[src/inc/dls_pkg.sv]
/*
  shared constants for the dummy load step sequencer: register map,
  field positions, reset values, timing counts and the state type.
  assumes a 100 MHz system clock and 32-bit AXI4-Lite data.
*/
`default_nettype none

package dls_pkg;

  // clock and the millisecond time base of the delay timers
  localparam int unsigned CLK_HZ = 100_000_000;
  localparam int unsigned TICK_TIME_US = 1000;
  localparam int unsigned CYC_PER_MS = (CLK_HZ / 1_000_000) * TICK_TIME_US;

  // scheme size and data widths
  localparam int unsigned MAX_STEPS = 5;
  localparam int unsigned STEP_W = 3;
  localparam int unsigned KW_W = 16;
  localparam int unsigned DLY_W = 16;
  localparam int unsigned AXI_AW = 8;

  // register byte offsets
  localparam logic [7:0] ADDR_CTRL = 8'h00;
  localparam logic [7:0] ADDR_TRIP_KW = 8'h04;
  localparam logic [7:0] ADDR_RETURN_KW = 8'h08;
  localparam logic [7:0] ADDR_TRIP_DLY = 8'h0c;
  localparam logic [7:0] ADDR_RETURN_DLY = 8'h10;
  localparam logic [7:0] ADDR_STATUS = 8'h14;
  localparam logic [7:0] ADDR_WORD_MASK = 8'hfc;

  // field positions
  localparam int unsigned CTRL_EN_BIT = 0;
  localparam int unsigned CTRL_NOUT_LSB = 4;
  localparam int unsigned STAT_OUT_LSB = 0;
  localparam int unsigned STAT_STEP_LSB = 8;
  localparam int unsigned STAT_MON_BIT = 16;
  localparam int unsigned STAT_BELOW_BIT = 17;
  localparam int unsigned STAT_ABOVE_BIT = 18;

  // reset values
  localparam logic RST_ENABLE = 1'b0;
  localparam logic [STEP_W-1:0] RST_NOUT = 3'h5;
  localparam logic [KW_W-1:0] RST_TRIP_KW = 16'h0028;
  localparam logic [KW_W-1:0] RST_RETURN_KW = 16'h0064;
  localparam logic [DLY_W-1:0] RST_TRIP_DLY = 16'h1388;
  localparam logic [DLY_W-1:0] RST_RETURN_DLY = 16'h1388;

  // bus responses
  localparam logic [1:0] RESP_OKAY = 2'h0;
  localparam logic [1:0] RESP_SLVERR = 2'h2;

  typedef enum logic [1:0]
  {
    DLS_IDLE = 2'b01,
    DLS_MON = 2'b10
  } dls_state_t;

endpackage

`default_nettype wire

[src/logic/dls_qual_timer.sv]
/*
  qualifying delay timer: counts whole milliseconds while active and
  gives a one-cycle done when the delay has run, then starts over.
  assumes active comes from logic on the same clock.
*/
`timescale 1ns/100ps
`default_nettype none

module dls_qual_timer
  import dls_pkg::*;
#(
  parameter int unsigned CYC_MS = CYC_PER_MS,
  parameter int unsigned DW = DLY_W
)
(
  input wire logic aclk,
  input wire logic aresetn,
  input wire logic active,
  input wire logic [DW-1:0] delay_ms,
  output logic done
);

  localparam int unsigned CW = (CYC_MS > 1) ? $clog2(CYC_MS) : 1;
  localparam logic [CW-1:0] CYC_LAST = CW'(CYC_MS - 1);

  logic [CW-1:0] cyc_q;
  logic [DW-1:0] ms_q;

  // done once the full delay has elapsed without a break; a delay lowered
  // below the running count fires at once instead of waiting for a wrap
  assign done = active && (ms_q >= delay_ms);

  // leaving the region clears the count, so no partial time carries
  always_ff @(posedge aclk)
  begin
    if (!aresetn || !active || done)
    begin
      cyc_q <= '0;
      ms_q <= '0;
    end
    else if (cyc_q == CYC_LAST)
    begin
      cyc_q <= '0;
      ms_q <= ms_q + 1'b1;
    end
    else
    begin
      cyc_q <= cyc_q + 1'b1;
    end
  end
endmodule

`default_nettype wire

[src/logic/dls_sequencer.sv]
/*
  dummy load step sequencer with an AXI4-Lite register slave.
  assumes load_kw, gen_start, on_load and stopping come from logic on
  aclk; load_bank drives external load bank switching.
*/
// The placing of the registers and register access over AXI4-Lite were chosen for this implementation.
// What this block does
// - drive up to five load bank steps, count set by software, when enabled
// - each generator start drops every load bank output
// - judge loading only once the generator is on load
// - loading below trip level starts the trip delay
// - trip delay served below level energises next unused step
// - keep repeating trip qualification until all configured steps are on
// - loading above return level starts the return delay
// - return delay served above level drops the highest energised step
// - keep removing one step per return delay until none remain
// - a stopping sequence drops all steps at once, with the open command
`timescale 1ns/100ps
`default_nettype none

module dls_sequencer
  import dls_pkg::*;
#(
  parameter int unsigned CYC_MS = CYC_PER_MS
)
(
  input wire logic aclk,
  input wire logic aresetn,
  input wire logic [AXI_AW-1:0] s_axi_awaddr,
  input wire logic s_axi_awvalid,
  output logic s_axi_awready,
  input wire logic [31:0] s_axi_wdata,
  input wire logic [3:0] s_axi_wstrb,
  input wire logic s_axi_wvalid,
  output logic s_axi_wready,
  output logic [1:0] s_axi_bresp,
  output logic s_axi_bvalid,
  input wire logic s_axi_bready,
  input wire logic [AXI_AW-1:0] s_axi_araddr,
  input wire logic s_axi_arvalid,
  output logic s_axi_arready,
  output logic [31:0] s_axi_rdata,
  output logic [1:0] s_axi_rresp,
  output logic s_axi_rvalid,
  input wire logic s_axi_rready,
  input wire logic [KW_W-1:0] load_kw,
  input wire logic gen_start,
  input wire logic on_load,
  input wire logic stopping,
  output logic [MAX_STEPS-1:0] load_bank
);

  // configuration
  logic enable_q;
  logic [STEP_W-1:0] nout_q;
  logic [KW_W-1:0] trip_kw_q;
  logic [KW_W-1:0] ret_kw_q;
  logic [DLY_W-1:0] trip_dly_q;
  logic [DLY_W-1:0] ret_dly_q;

  // sequencer state
  dls_state_t state_q;
  dls_state_t state_d;
  logic [STEP_W-1:0] step_q;
  logic [STEP_W-1:0] step_d;
  logic [MAX_STEPS-1:0] load_bank_q;
  logic below;
  logic above;
  logic trip_act;
  logic ret_act;
  logic trip_done;
  logic ret_done;

  // bus state
  logic aw_have_q;
  logic w_have_q;
  logic [AXI_AW-1:0] awaddr_q;
  logic [31:0] wdata_q;
  logic [3:0] wstrb_q;
  logic bvalid_q;
  logic [1:0] bresp_q;
  logic rvalid_q;
  logic [31:0] rdata_q;
  logic [1:0] rresp_q;
  logic wr_fire;
  logic [31:0] wr_old;
  logic [31:0] wr_val;
  logic wr_ok;
  logic [32:0] rd_view;

  // thermometer mask of the lowest n steps
  function automatic logic [MAX_STEPS-1:0] step_mask(
    input logic [STEP_W-1:0] n
  );
    logic [MAX_STEPS-1:0] m;
    m = '0;
    for (int i = 0; i < MAX_STEPS; i++)
    begin
      if (i < int'(n))
        m[i] = 1'b1;
    end
    return m;
  endfunction

  // byte lane merge for partial writes
  function automatic logic [31:0] merge(
    input logic [31:0] old,
    input logic [31:0] nw,
    input logic [3:0] strb
  );
    logic [31:0] r;
    r = old;
    for (int b = 0; b < 4; b++)
    begin
      if (strb[b])
        r[8*b +: 8] = nw[8*b +: 8];
    end
    return r;
  endfunction

  // register read view; bit 32 flags a mapped address
  function automatic logic [32:0] reg_read(input logic [AXI_AW-1:0] a);
    logic [31:0] d;
    logic ok;
    logic [7:0] w;
    d = '0;
    ok = 1'b1;
    w = a & ADDR_WORD_MASK;
    if (w == ADDR_CTRL)
    begin
      d[CTRL_EN_BIT] = enable_q;
      d[CTRL_NOUT_LSB +: STEP_W] = nout_q;
    end
    else if (w == ADDR_TRIP_KW)
      d[KW_W-1:0] = trip_kw_q;
    else if (w == ADDR_RETURN_KW)
      d[KW_W-1:0] = ret_kw_q;
    else if (w == ADDR_TRIP_DLY)
      d[DLY_W-1:0] = trip_dly_q;
    else if (w == ADDR_RETURN_DLY)
      d[DLY_W-1:0] = ret_dly_q;
    else if (w == ADDR_STATUS)
    begin
      d[STAT_OUT_LSB +: MAX_STEPS] = load_bank_q;
      d[STAT_STEP_LSB +: STEP_W] = step_q;
      d[STAT_MON_BIT] = (state_q == DLS_MON);
      d[STAT_BELOW_BIT] = below;
      d[STAT_ABOVE_BIT] = above;
    end
    else
      ok = 1'b0;
    return {ok, d};
  endfunction

  // write address and data are taken in either order, one write at once
  assign s_axi_awready = !aw_have_q && !bvalid_q;
  assign s_axi_wready = !w_have_q && !bvalid_q;
  assign wr_fire = aw_have_q && w_have_q && !bvalid_q;
  assign s_axi_bvalid = bvalid_q;
  assign s_axi_bresp = bresp_q;
  assign s_axi_arready = !rvalid_q;
  assign s_axi_rvalid = rvalid_q;
  assign s_axi_rdata = rdata_q;
  assign s_axi_rresp = rresp_q;

  // capture write address
  always_ff @(posedge aclk)
  begin
    if (!aresetn)
    begin
      aw_have_q <= 1'b0;
      awaddr_q <= '0;
    end
    else if (s_axi_awvalid && s_axi_awready)
    begin
      aw_have_q <= 1'b1;
      awaddr_q <= s_axi_awaddr;
    end
    else if (wr_fire)
      aw_have_q <= 1'b0;
  end

  // capture write data
  always_ff @(posedge aclk)
  begin
    if (!aresetn)
    begin
      w_have_q <= 1'b0;
      wdata_q <= '0;
      wstrb_q <= '0;
    end
    else if (s_axi_wvalid && s_axi_wready)
    begin
      w_have_q <= 1'b1;
      wdata_q <= s_axi_wdata;
      wstrb_q <= s_axi_wstrb;
    end
    else if (wr_fire)
      w_have_q <= 1'b0;
  end

  // merged value of the word being written
  always_comb
  begin
    {wr_ok, wr_old} = reg_read(awaddr_q);
    wr_val = merge(wr_old, wdata_q, wstrb_q);
  end

  // read view of the requested address, top bit flags a mapped word
  always_comb
  begin
    rd_view = reg_read(s_axi_araddr);
  end

  // write response; status is read only, its writes are dropped quietly
  always_ff @(posedge aclk)
  begin
    if (!aresetn)
    begin
      bvalid_q <= 1'b0;
      bresp_q <= RESP_OKAY;
    end
    else if (wr_fire)
    begin
      bvalid_q <= 1'b1;
      bresp_q <= wr_ok ? RESP_OKAY : RESP_SLVERR;
    end
    else if (s_axi_bready)
      bvalid_q <= 1'b0;
  end

  // configuration registers; step count clamps at the scheme maximum
  always_ff @(posedge aclk)
  begin
    if (!aresetn)
    begin
      enable_q <= RST_ENABLE;
      nout_q <= RST_NOUT;
      trip_kw_q <= RST_TRIP_KW;
      ret_kw_q <= RST_RETURN_KW;
      trip_dly_q <= RST_TRIP_DLY;
      ret_dly_q <= RST_RETURN_DLY;
    end
    else if (wr_fire)
    begin
      if ((awaddr_q & ADDR_WORD_MASK) == ADDR_CTRL)
      begin
        enable_q <= wr_val[CTRL_EN_BIT];
        if (wr_val[CTRL_NOUT_LSB +: STEP_W] > STEP_W'(MAX_STEPS))
          nout_q <= STEP_W'(MAX_STEPS);
        else
          nout_q <= wr_val[CTRL_NOUT_LSB +: STEP_W];
      end
      else if ((awaddr_q & ADDR_WORD_MASK) == ADDR_TRIP_KW)
        trip_kw_q <= wr_val[KW_W-1:0];
      else if ((awaddr_q & ADDR_WORD_MASK) == ADDR_RETURN_KW)
        ret_kw_q <= wr_val[KW_W-1:0];
      else if ((awaddr_q & ADDR_WORD_MASK) == ADDR_TRIP_DLY)
        trip_dly_q <= wr_val[DLY_W-1:0];
      else if ((awaddr_q & ADDR_WORD_MASK) == ADDR_RETURN_DLY)
        ret_dly_q <= wr_val[DLY_W-1:0];
    end
  end

  // read channel, data registered with the valid
  always_ff @(posedge aclk)
  begin
    if (!aresetn)
    begin
      rvalid_q <= 1'b0;
      rdata_q <= '0;
      rresp_q <= RESP_OKAY;
    end
    else if (s_axi_arvalid && s_axi_arready)
    begin
      rvalid_q <= 1'b1;
      rdata_q <= rd_view[31:0];
      rresp_q <= rd_view[32] ? RESP_OKAY : RESP_SLVERR;
    end
    else if (s_axi_rready)
      rvalid_q <= 1'b0;
  end

  // region detection; a mis-set band may make both true, trip wins
  assign below = (load_kw < trip_kw_q);
  assign above = (load_kw > ret_kw_q);
  assign trip_act = (state_q == DLS_MON) && below && (step_q < nout_q);
  assign ret_act = (state_q == DLS_MON) && !below && above
    && (step_q != '0);

  dls_qual_timer #(
    .CYC_MS(CYC_MS),
    .DW(DLY_W)
  ) u_trip (
    .aclk(aclk),
    .aresetn(aresetn),
    .active(trip_act),
    .delay_ms(trip_dly_q),
    .done(trip_done)
  );

  dls_qual_timer #(
    .CYC_MS(CYC_MS),
    .DW(DLY_W)
  ) u_ret (
    .aclk(aclk),
    .aresetn(aresetn),
    .active(ret_act),
    .delay_ms(ret_dly_q),
    .done(ret_done)
  );

  // step sequencing; stop and start override any pending step
  always_comb
  begin
    state_d = state_q;
    step_d = step_q;
    case (state_q)
      DLS_IDLE:
      begin
        step_d = '0;
        if (enable_q && on_load && !stopping && !gen_start)
          state_d = DLS_MON;
      end
      DLS_MON:
      begin
        if (trip_done)
          step_d = step_q + 1'b1;
        else if (ret_done)
          step_d = step_q - 1'b1;
        else if (step_q > nout_q)
          step_d = nout_q;
        if (!on_load || !enable_q)
        begin
          state_d = DLS_IDLE;
          step_d = '0;
        end
      end
      default:
      begin
        state_d = DLS_IDLE;
        step_d = '0;
      end
    endcase
    if (stopping || gen_start)
    begin
      state_d = DLS_IDLE;
      step_d = '0;
    end
  end

  // state and step registers
  always_ff @(posedge aclk)
  begin
    if (!aresetn)
    begin
      state_q <= DLS_IDLE;
      step_q <= '0;
    end
    else
    begin
      state_q <= state_d;
      step_q <= step_d;
    end
  end

  // outputs follow the step count, so they move with it in one edge
  always_ff @(posedge aclk)
  begin
    if (!aresetn)
      load_bank_q <= '0;
    else
      load_bank_q <= step_mask(step_d) & step_mask(nout_q);
  end

  assign load_bank = load_bank_q;
endmodule

`default_nettype wire

[config.mk]
export PLATFORM = sky130hd
export DESIGN_NAME = dls_sequencer
export DESIGN_NICKNAME = d
export VERILOG_FILES = /design/src/inc/dls_pkg.sv /design/src/logic/dls_qual_timer.sv /design/src/logic/dls_sequencer.sv
export SDC_FILE = /design/constraint.sdc
export NUM_CORES = 1
export LEC_CHECK = 0
export ABC_CLOCK_PERIOD_IN_PS = 2840
export BUFFER_PORTS_ARGS = -buffer_cell sky130_fd_sc_hd__buf_2
export CORE_UTILIZATION = 53
export CTS_CLUSTER_SIZE = 40
export DETAILED_ROUTE_END_ITERATION = 7
export PLACE_DENSITY = 0.76
export SLEW_MARGIN = 40
export SYNTH_ARGS = -nofsm -noshare
export SYNTH_HDL_FRONTEND = slang
export SYNTH_SLANG_ARGS = --single-unit
[constraint.sdc]
create_clock -name aclk -period 2.84 [get_ports aclk]
set_input_delay 0.142 -clock aclk [delete_from_list [all_inputs] [get_ports aclk]]
set_output_delay 0.142 -clock aclk [all_outputs]
set_load 0.005 [all_outputs]
==> Word-level counts from Yosys, hierarchy flattened <==
Index checks and enable logic that the tools add are counted.
{ "totals": {"regBits": 197, "latch_bits": 0, "mem_bits_rw": 0, "rom_bits": 0, "in_bits": 78, "out_inout_bits": 46, "elab_cells": 203, "mem_count": 0} }
{ "classes": {"addsub": 6, "n_mul": 0, "n_div": 0, "order_cmp": 17, "eq_ne": 16, "shift": 0, "n_mux": 84, "bitwise_logic": 6, "reduce_logical": 51} }
{ "ops": {"columns": ["op", "count"], "rows": [
  ["$mux W16", 6],
  ["$mux W3", 22],
  ["$mux W1", 41],
  ["$add A17 B1 Y17 const B", 2],
  ["$eq A17 B17 Y1 const B", 2],
  ["$add A16 B1 Y16 const B", 2],
  ["$ge A16 B16 Y1", 2],
  ["$mux W5", 6],
  ["$eq A6 B2 Y1 const B", 4],
  ["$eq A6 B3 Y1 const B", 4],
  ["$logic_and A1 B1 Y1", 17],
  ["$gt A16 B16 Y1", 1],
  ["$logic_not A8 Y1", 2],
  ["$lt A16 B16 Y1", 1],
  ["$mux W8", 2],
  ["$eq A6 B1 Y1 const B", 2],
  ["$logic_not A1 Y1", 12],
  ["$lt A1 B3 Y1 const A", 4],
  ["$lt A2 B3 Y1 const A", 4],
  ["$mux W12", 1],
  ["$mux W9", 1],
  ["$mux W2", 4],
  ["$reduce_bool A2 Y1", 4],
  ["$logic_or A1 B1 Y1", 6],
  ["20 further kinds", 28]
]} }

==> Depth between registers and ports, before layout <==
{ "logic_depth": {"word_depth": 15, "ltp_mapped": 12, "depth_no_buf": 11} }

==> Modules after synthesis <==
Synthesis repeated with hierarchy kept, for this count alone.
{ "unflattened": {"cells_unflattened": 1346, "area_unflattened_um2": 11014.3} }
{ "by_module_without_submodules": {"columns": ["module", "instances", "cells_each", "area_per_inst_um2"], "rows": [
  ["dls_sequencer", 1, 896, 7185.6],
  ["dls_qual_timer", 2, 225, 1914.3]
]} }

==> Least setup slack after synthesis <==
OpenSTA, ideal clock, no wires.
{ "synth_path": {"kind": "reg2reg", "start": "register ret_kw_q[10]", "end": "register load_bank_q[2], in the netlist load_bank[2]", "setup_time_ns": 0.079, "arrival_time_ns": 2.636, "required_ns": 2.761, "slack_ns": 0.124, "stages_incl_launch_ff": 11, "n_path_buf": 0, "cell_sequence": "dfxtp_1 > inv_1 > ha_1 > nand4_1 > or4_4 > o221ai_2 > o2111ai_2 > o221a_1 > a311o_1 > o21bai_1 > a211oi_2"} }
{ "synth_via": {"elab_chain_len": 13} }
{ "synth_rtl": {"columns": ["item", "line_no", "rtl"], "rows": [
  ["start, declared", "dls_sequencer.sv:57", "logic [KW_W-1:0] ret_kw_q;"],
  ["start signal, assigned", "dls_sequencer.sv:257", "ret_kw_q <= wr_val[KW_W-1:0];"],
  ["$gt A16 B16 Y1", "dls_sequencer.sv:286", "assign above = (load_kw > ret_kw_q);"],
  ["$logic_and A1 B1 Y1", "dls_sequencer.sv:288", "assign ret_act = (state_q == DLS_MON) && !below && above"],
  ["$logic_and A1 B1 Y1", "dls_sequencer.sv:289", "&& (step_q != '0);"],
  ["$logic_and A1 B1 Y1", "dls_qual_timer.sv:31", "assign done = active && (ms_q >= delay_ms);"],
  ["$mux W3", "dls_sequencer.sv:329", "else if (ret_done)"],
  ["$mux W3", "dls_sequencer.sv:327", "if (trip_done)"],
  ["$mux W3", "dls_sequencer.sv:333", "if (!on_load || !enable_q)"],
  ["$mux W3", "dls_sequencer.sv:318", "case (state_q)"],
  ["$mux W3", "dls_sequencer.sv:345", "if (stopping || gen_start)"],
  ["$lt A2 B3 Y1", "dls_sequencer.sv:99", "if (i < int'(n))"],
  ["$mux W1", "dls_sequencer.sv:99", null],
  ["$mux W1", "dls_sequencer.sv:370", "if (!aresetn)"],
  ["$and A5 B5 Y5", "dls_sequencer.sv:373", "load_bank_q <= step_mask(step_d) & step_mask(nout_q);"],
  ["end signal, assigned", "dls_sequencer.sv:373", null],
  ["end, declared", "dls_sequencer.sv:66", "logic [MAX_STEPS-1:0] load_bank_q;"]
]} }
Every way passes these cells. The select of a mux whose other input is x is not followed.
A chain may end at the register's enable or synchronous reset.

==> Worst setup path after layout <==
{ "layout_path": {"start": "register ret_dly_q[5]", "end": "register load_bank_q[1], in the netlist load_bank[1]"} }
{ "layout_via": {"elab_chain_len": 11} }
{ "layout_rtl": {"columns": ["item", "line_no", "rtl"], "rows": [
  ["start, declared", "dls_sequencer.sv:59", "logic [DLY_W-1:0] ret_dly_q;"],
  ["start signal, assigned", "dls_sequencer.sv:261", "ret_dly_q <= wr_val[DLY_W-1:0];"],
  ["$ge A16 B16 Y1", "dls_qual_timer.sv:31", null],
  ["$logic_and A1 B1 Y1", "dls_qual_timer.sv:31", null],
  ["$mux W3", "dls_sequencer.sv:329", null],
  ["$mux W3", "dls_sequencer.sv:327", null],
  ["$mux W3", "dls_sequencer.sv:333", null],
  ["$mux W3", "dls_sequencer.sv:318", null],
  ["$mux W3", "dls_sequencer.sv:345", null],
  ["$lt A1 B3 Y1", "dls_sequencer.sv:99", null],
  ["$mux W1", "dls_sequencer.sv:99", null],
  ["$mux W1", "dls_sequencer.sv:370", null],
  ["$and A5 B5 Y5", "dls_sequencer.sv:373", null]
]} }
Every way passes these cells. The select of a mux whose other input is x is not followed.

==> flow_metrics.py <==
metrics = {
    "worst_setup_path": {
        "critical_path_arrival_ps": 3160,
        "critPathMaxFanout": 4,
        "worst-r2r-cell-count": 12,
        "cp_data_required_time_ps": 3130,
        "rr_startpoint": "ret_dly_q[5]",
        "crit_path_end_kind": "register",
        "regToRegSetupSlack_ps": -20,
        "cp-start-kind": "register",
        "path_class": "register to register",
        "r2r-end": "load_bank[1]",
    },
    "min_path": {
        "min_path_cells": 3,
        "hold_path.startpoint": "aresetn",
        "holdPathEnd": "trip_kw_q[5]",
        "hold_class": "input port to register",
    },
    "finish": {
        "layout.cells.non_filler": 1731,
        "fin_nets": 1606,
        "n_fill_cell": 1620,
        "num_antenna_cells": 0,
        "drive_gt1_frac": 0.201,
        "syn_to_final_growth_pct": 23.4,
    },
    "timing": {
        "setup_slack_ps": -24.2,
        "report.final.hold_viol_count": 0,
        "skew_ps": 9.67,
        "post-route-period-util": 1.01,
        "slew_violations": 0,
        "fmax_ghz": 0.349,
        "layout_min_cycle_time_ps": 2860,
        "fin_hold_ws_ps": 219,
        "tightest_slew_ps": 791,
        "tns_ps": -31.8,
        "setup_viol": 2,
        "rsz0062_at_grt": "true",
        "maxSlewHeadroom": 0.473,
    },
    "global_route": {
        "grt_max_degree": 103,
        "grt_overflow": 0,
        "grt_first_pass_wirelength_microns": 45900,
        "track_usage": 0.288,
        "grt_pass1_vias": 9114,
        "antenna_found_initial": 0,
    },
    "power_and_ir_drop": {
        "ir_worst_vdd_mv": 0.459,
        "p_per_area_nw_per_um2": 456,
        "finalPower_w": 0.00589,
        "p_leak_nw": 5.18,
    },
    "run_status": {
        "failed_checks": "setup timing",
        "status": "finished, violations left",
    },
    "logic_synthesis": {
        "ys_types": 69,
        "synth-edff-count": 0,
        "synthesis.area_sq_um": 10500,
        "ys.warnings.count": 0,
        "synthArstFlopShare": 0,
        "synth-seq-cells": 193,
        "synth-main-ff-cell": "dfxtp_1",
        "syn_avg_cell_area_sq_um": 8.12,
        "ys_seq_area_frac": 0.369,
        "netlist_instances": 1289,
    },
    "run": {
        "maxCapViolations": 0,
    },
    "detailed_routing": {
        "via_per_inst": 5.69,
        "drc": 0,
        "avgRoutedWirePerCell_microns": 17.3,
        "drt_wl_total_microns": 30000,
        "dr.pass1.iters": 5,
        "vias": 9857,
        "drt_first_iter_violations": 996,
        "final_antenna_net_count": 0,
    },
    "clock_network": {
        "cts_tree": "yes",
        "clock_sinks": 193,
        "cts_root_buf": "clkbuf_16",
        "cts_made_buffers": 17,
        "h-tree-depth": 4,
        "clk_pin_slew_worst_paths_ps": 70,
        "clockBufferDepth": 2,
        "clock_latency_ps": 440,
    },
    "placed_design": {
        "place.gp.congestion": 0.976,
        "port_buffers": 86,
        "dp.cells": 1666,
        "dpl.hpwl_microns": 20600,
    },
    "die": {
        "die_y_microns": 143,
        "die_area_sq_um": 20300,
        "rows": 51,
        "initial_core_util": 0.539,
        "die_w_microns": 143,
        "core-area_sq_um": 19400,
        "ios": 124,
    },
}
[power breakdown]
part	switching, W	internal (W)
Combinational	0.000325	0.000224
Sequential	0.0000431	0.00275
Clock	0.00109	0.00146
[synthesized netlist by cell type (3+ instances only)]
library cell	n	area [sq um]
nor4_1	4	25.0
and2_1	8	50.1
a21o_1	4	30.0
mux2i_1	49	490
nand4_1	19	119
o31ai_1	3	22.5
or4_1	4	30.0
nand2_1	121	454
a22oi_1	25	188
a211oi_1	23	173
xor2_1	39	342
o21a_1	3	22.5
a221oi_1	19	166
nor3_1	17	85.1
and3_1	13	81.3
nor2_4	8	90.1
o211ai_1	20	150
nor2b_1	8	50.1
or3_1	5	31.3
dfxtp_1	193	3860
xnor2_1	21	184
clkbuf_1	53	199
buf_4	15	113
o21ai_0	33	165
inv_1	85	319
buf_1	4	15.0
nand3_1	37	185
o221ai_1	6	52.6
ha_1	73	913
nand2b_1	7	43.8
nor3b_1	3	22.5
a21oi_1	105	526
nor2_1	216	811
[what timing repair did]
| item | 4_1_cts | 5_1_grt |
|---|---|---|
| hold buffers | 29 | 0 |
| setup buffers | 3 | 3 |
| resized for setup | 17 | 64 |
| endpoints found under the setup margin | 5 | 31 |
| pin swaps | 8 | 13 |
| endpoints found under the hold margin | 27 | 0 |
[per-layer routing]
| metal | track usage | routed length [microns] | vias to the layer above |
|---|---|---|---|
| li1 | - | - | 4776 |
| met1 | 0.385 | 13000 | 4558 |
| met2 | 0.450 | 13400 | 448 |
| met3 | 0.0596 | 2490 | 75 |
| met4 | 0.124 | 1090 | 0 |
| met5 | 0 | 0 | - |
[final cells by class]
type	count	area (sq um)	share of cell area
Multi-Input combinational cell	949	6290	0.487
Sequential cell	193	3900	0.302
Timing Repair Buffer	209	1450	0.113
Clock buffer	20	467	0.0361
Tap cell	265	332	0.0257
Inverter	85	319	0.0247
Clock inverter	10	150	0.0116
[per-stage QoR]
step | area (sq um) | utilization | setup WS (ps)
finish | 12900 | 0.666 | -24.2
global route | 12900 | 0.666 | -170
CTS | 12600 | 0.650 | 3.77
detailed placement | 11600 | 0.598 | -56.0
global placement | 11600 | 0.598 | 6.67
floorplan | 10500 | - | 124
[critical path, cell delays in order (launching register included)]
cell	delay (ps)
dfxtp_2	340
inv_1	60
ha_1	220
or4_1	520
a221oi_2	230
nor3_2	80
a2111oi_4	310
buf_4	200
buf_6	100
o221a_1	170
a311o_1	200
nor2b_4	210
a211oi_2	50
[cell usage in the layout, fill, tap and decap left out, drive strengths merged, types with 4 or more instances in the layout]
cell	n
o211ai	20
or4	5
a221oi	19
and3	13
nand4	19
nand2	121
clkbuf	20
nor3	18
a21oi	105
a211oi	24
xor2	39
dfxtp	193
conb	15
nor2	226
ha	73
mux2i	49
buf	180
or3	5
nor2b	8
xnor2	21
dlygate4sd3	29
a22oi	25
nand2b	7
a21o	4
and2	10
nand3	37
o21ai	33
inv	88
o221ai	7
nor4	5
a2111oi	4
[flip-flops by register name, summed over array words and instances, names as in the netlist, 6 cells and up]
| register | count |
|---|---|
| trip_kw_q | 16 |
| u_ret.ms_q | 16 |
| ret_kw_q | 16 |
| u_trip.cyc_q | 17 |
| u_trip.ms_q | 16 |
| ret_dly_q | 16 |
| wdata_q | 16 |
| s_axi_rdata | 19 |
| u_ret.cyc_q | 17 |
| awaddr_q | 6 |
| trip_dly_q | 16 |
[worst max-delay path by stage]
stage	startpoint	endpoint	slack, ps	cells past startpoint
after floorplan	ret_kw_q[10]	load_bank[2]	120	10
after global placement	trip_dly_q[5]	load_bank[2]	7	11
after detailed placement	trip_dly_q[9]	load_bank[4]	-60	11
after CTS	ret_kw_q[15]	load_bank[2]	4	10
after global routing	ret_dly_q[5]	load_bank[1]	-170	12
final	ret_dly_q[5]	load_bank[1]	-20	12
[cells by family after synthesis]
| family | after synthesis | share of synthesized area |
|---|---|---|
| and+or+nand+nor | 486 | 0.211 |
| AOI/OAI and AO/OA | 264 | 0.166 |
| DFF | 193 | 0.369 |
| buffers and inverters | 161 | 0.0656 |
| adders and majority gates | 73 | 0.0873 |
| xor gates and xnor gates | 60 | 0.0502 |
| muxes | 51 | 0.0501 |
| other | 1 | 0.000358 |
Power figures use the tool's default switching activity.
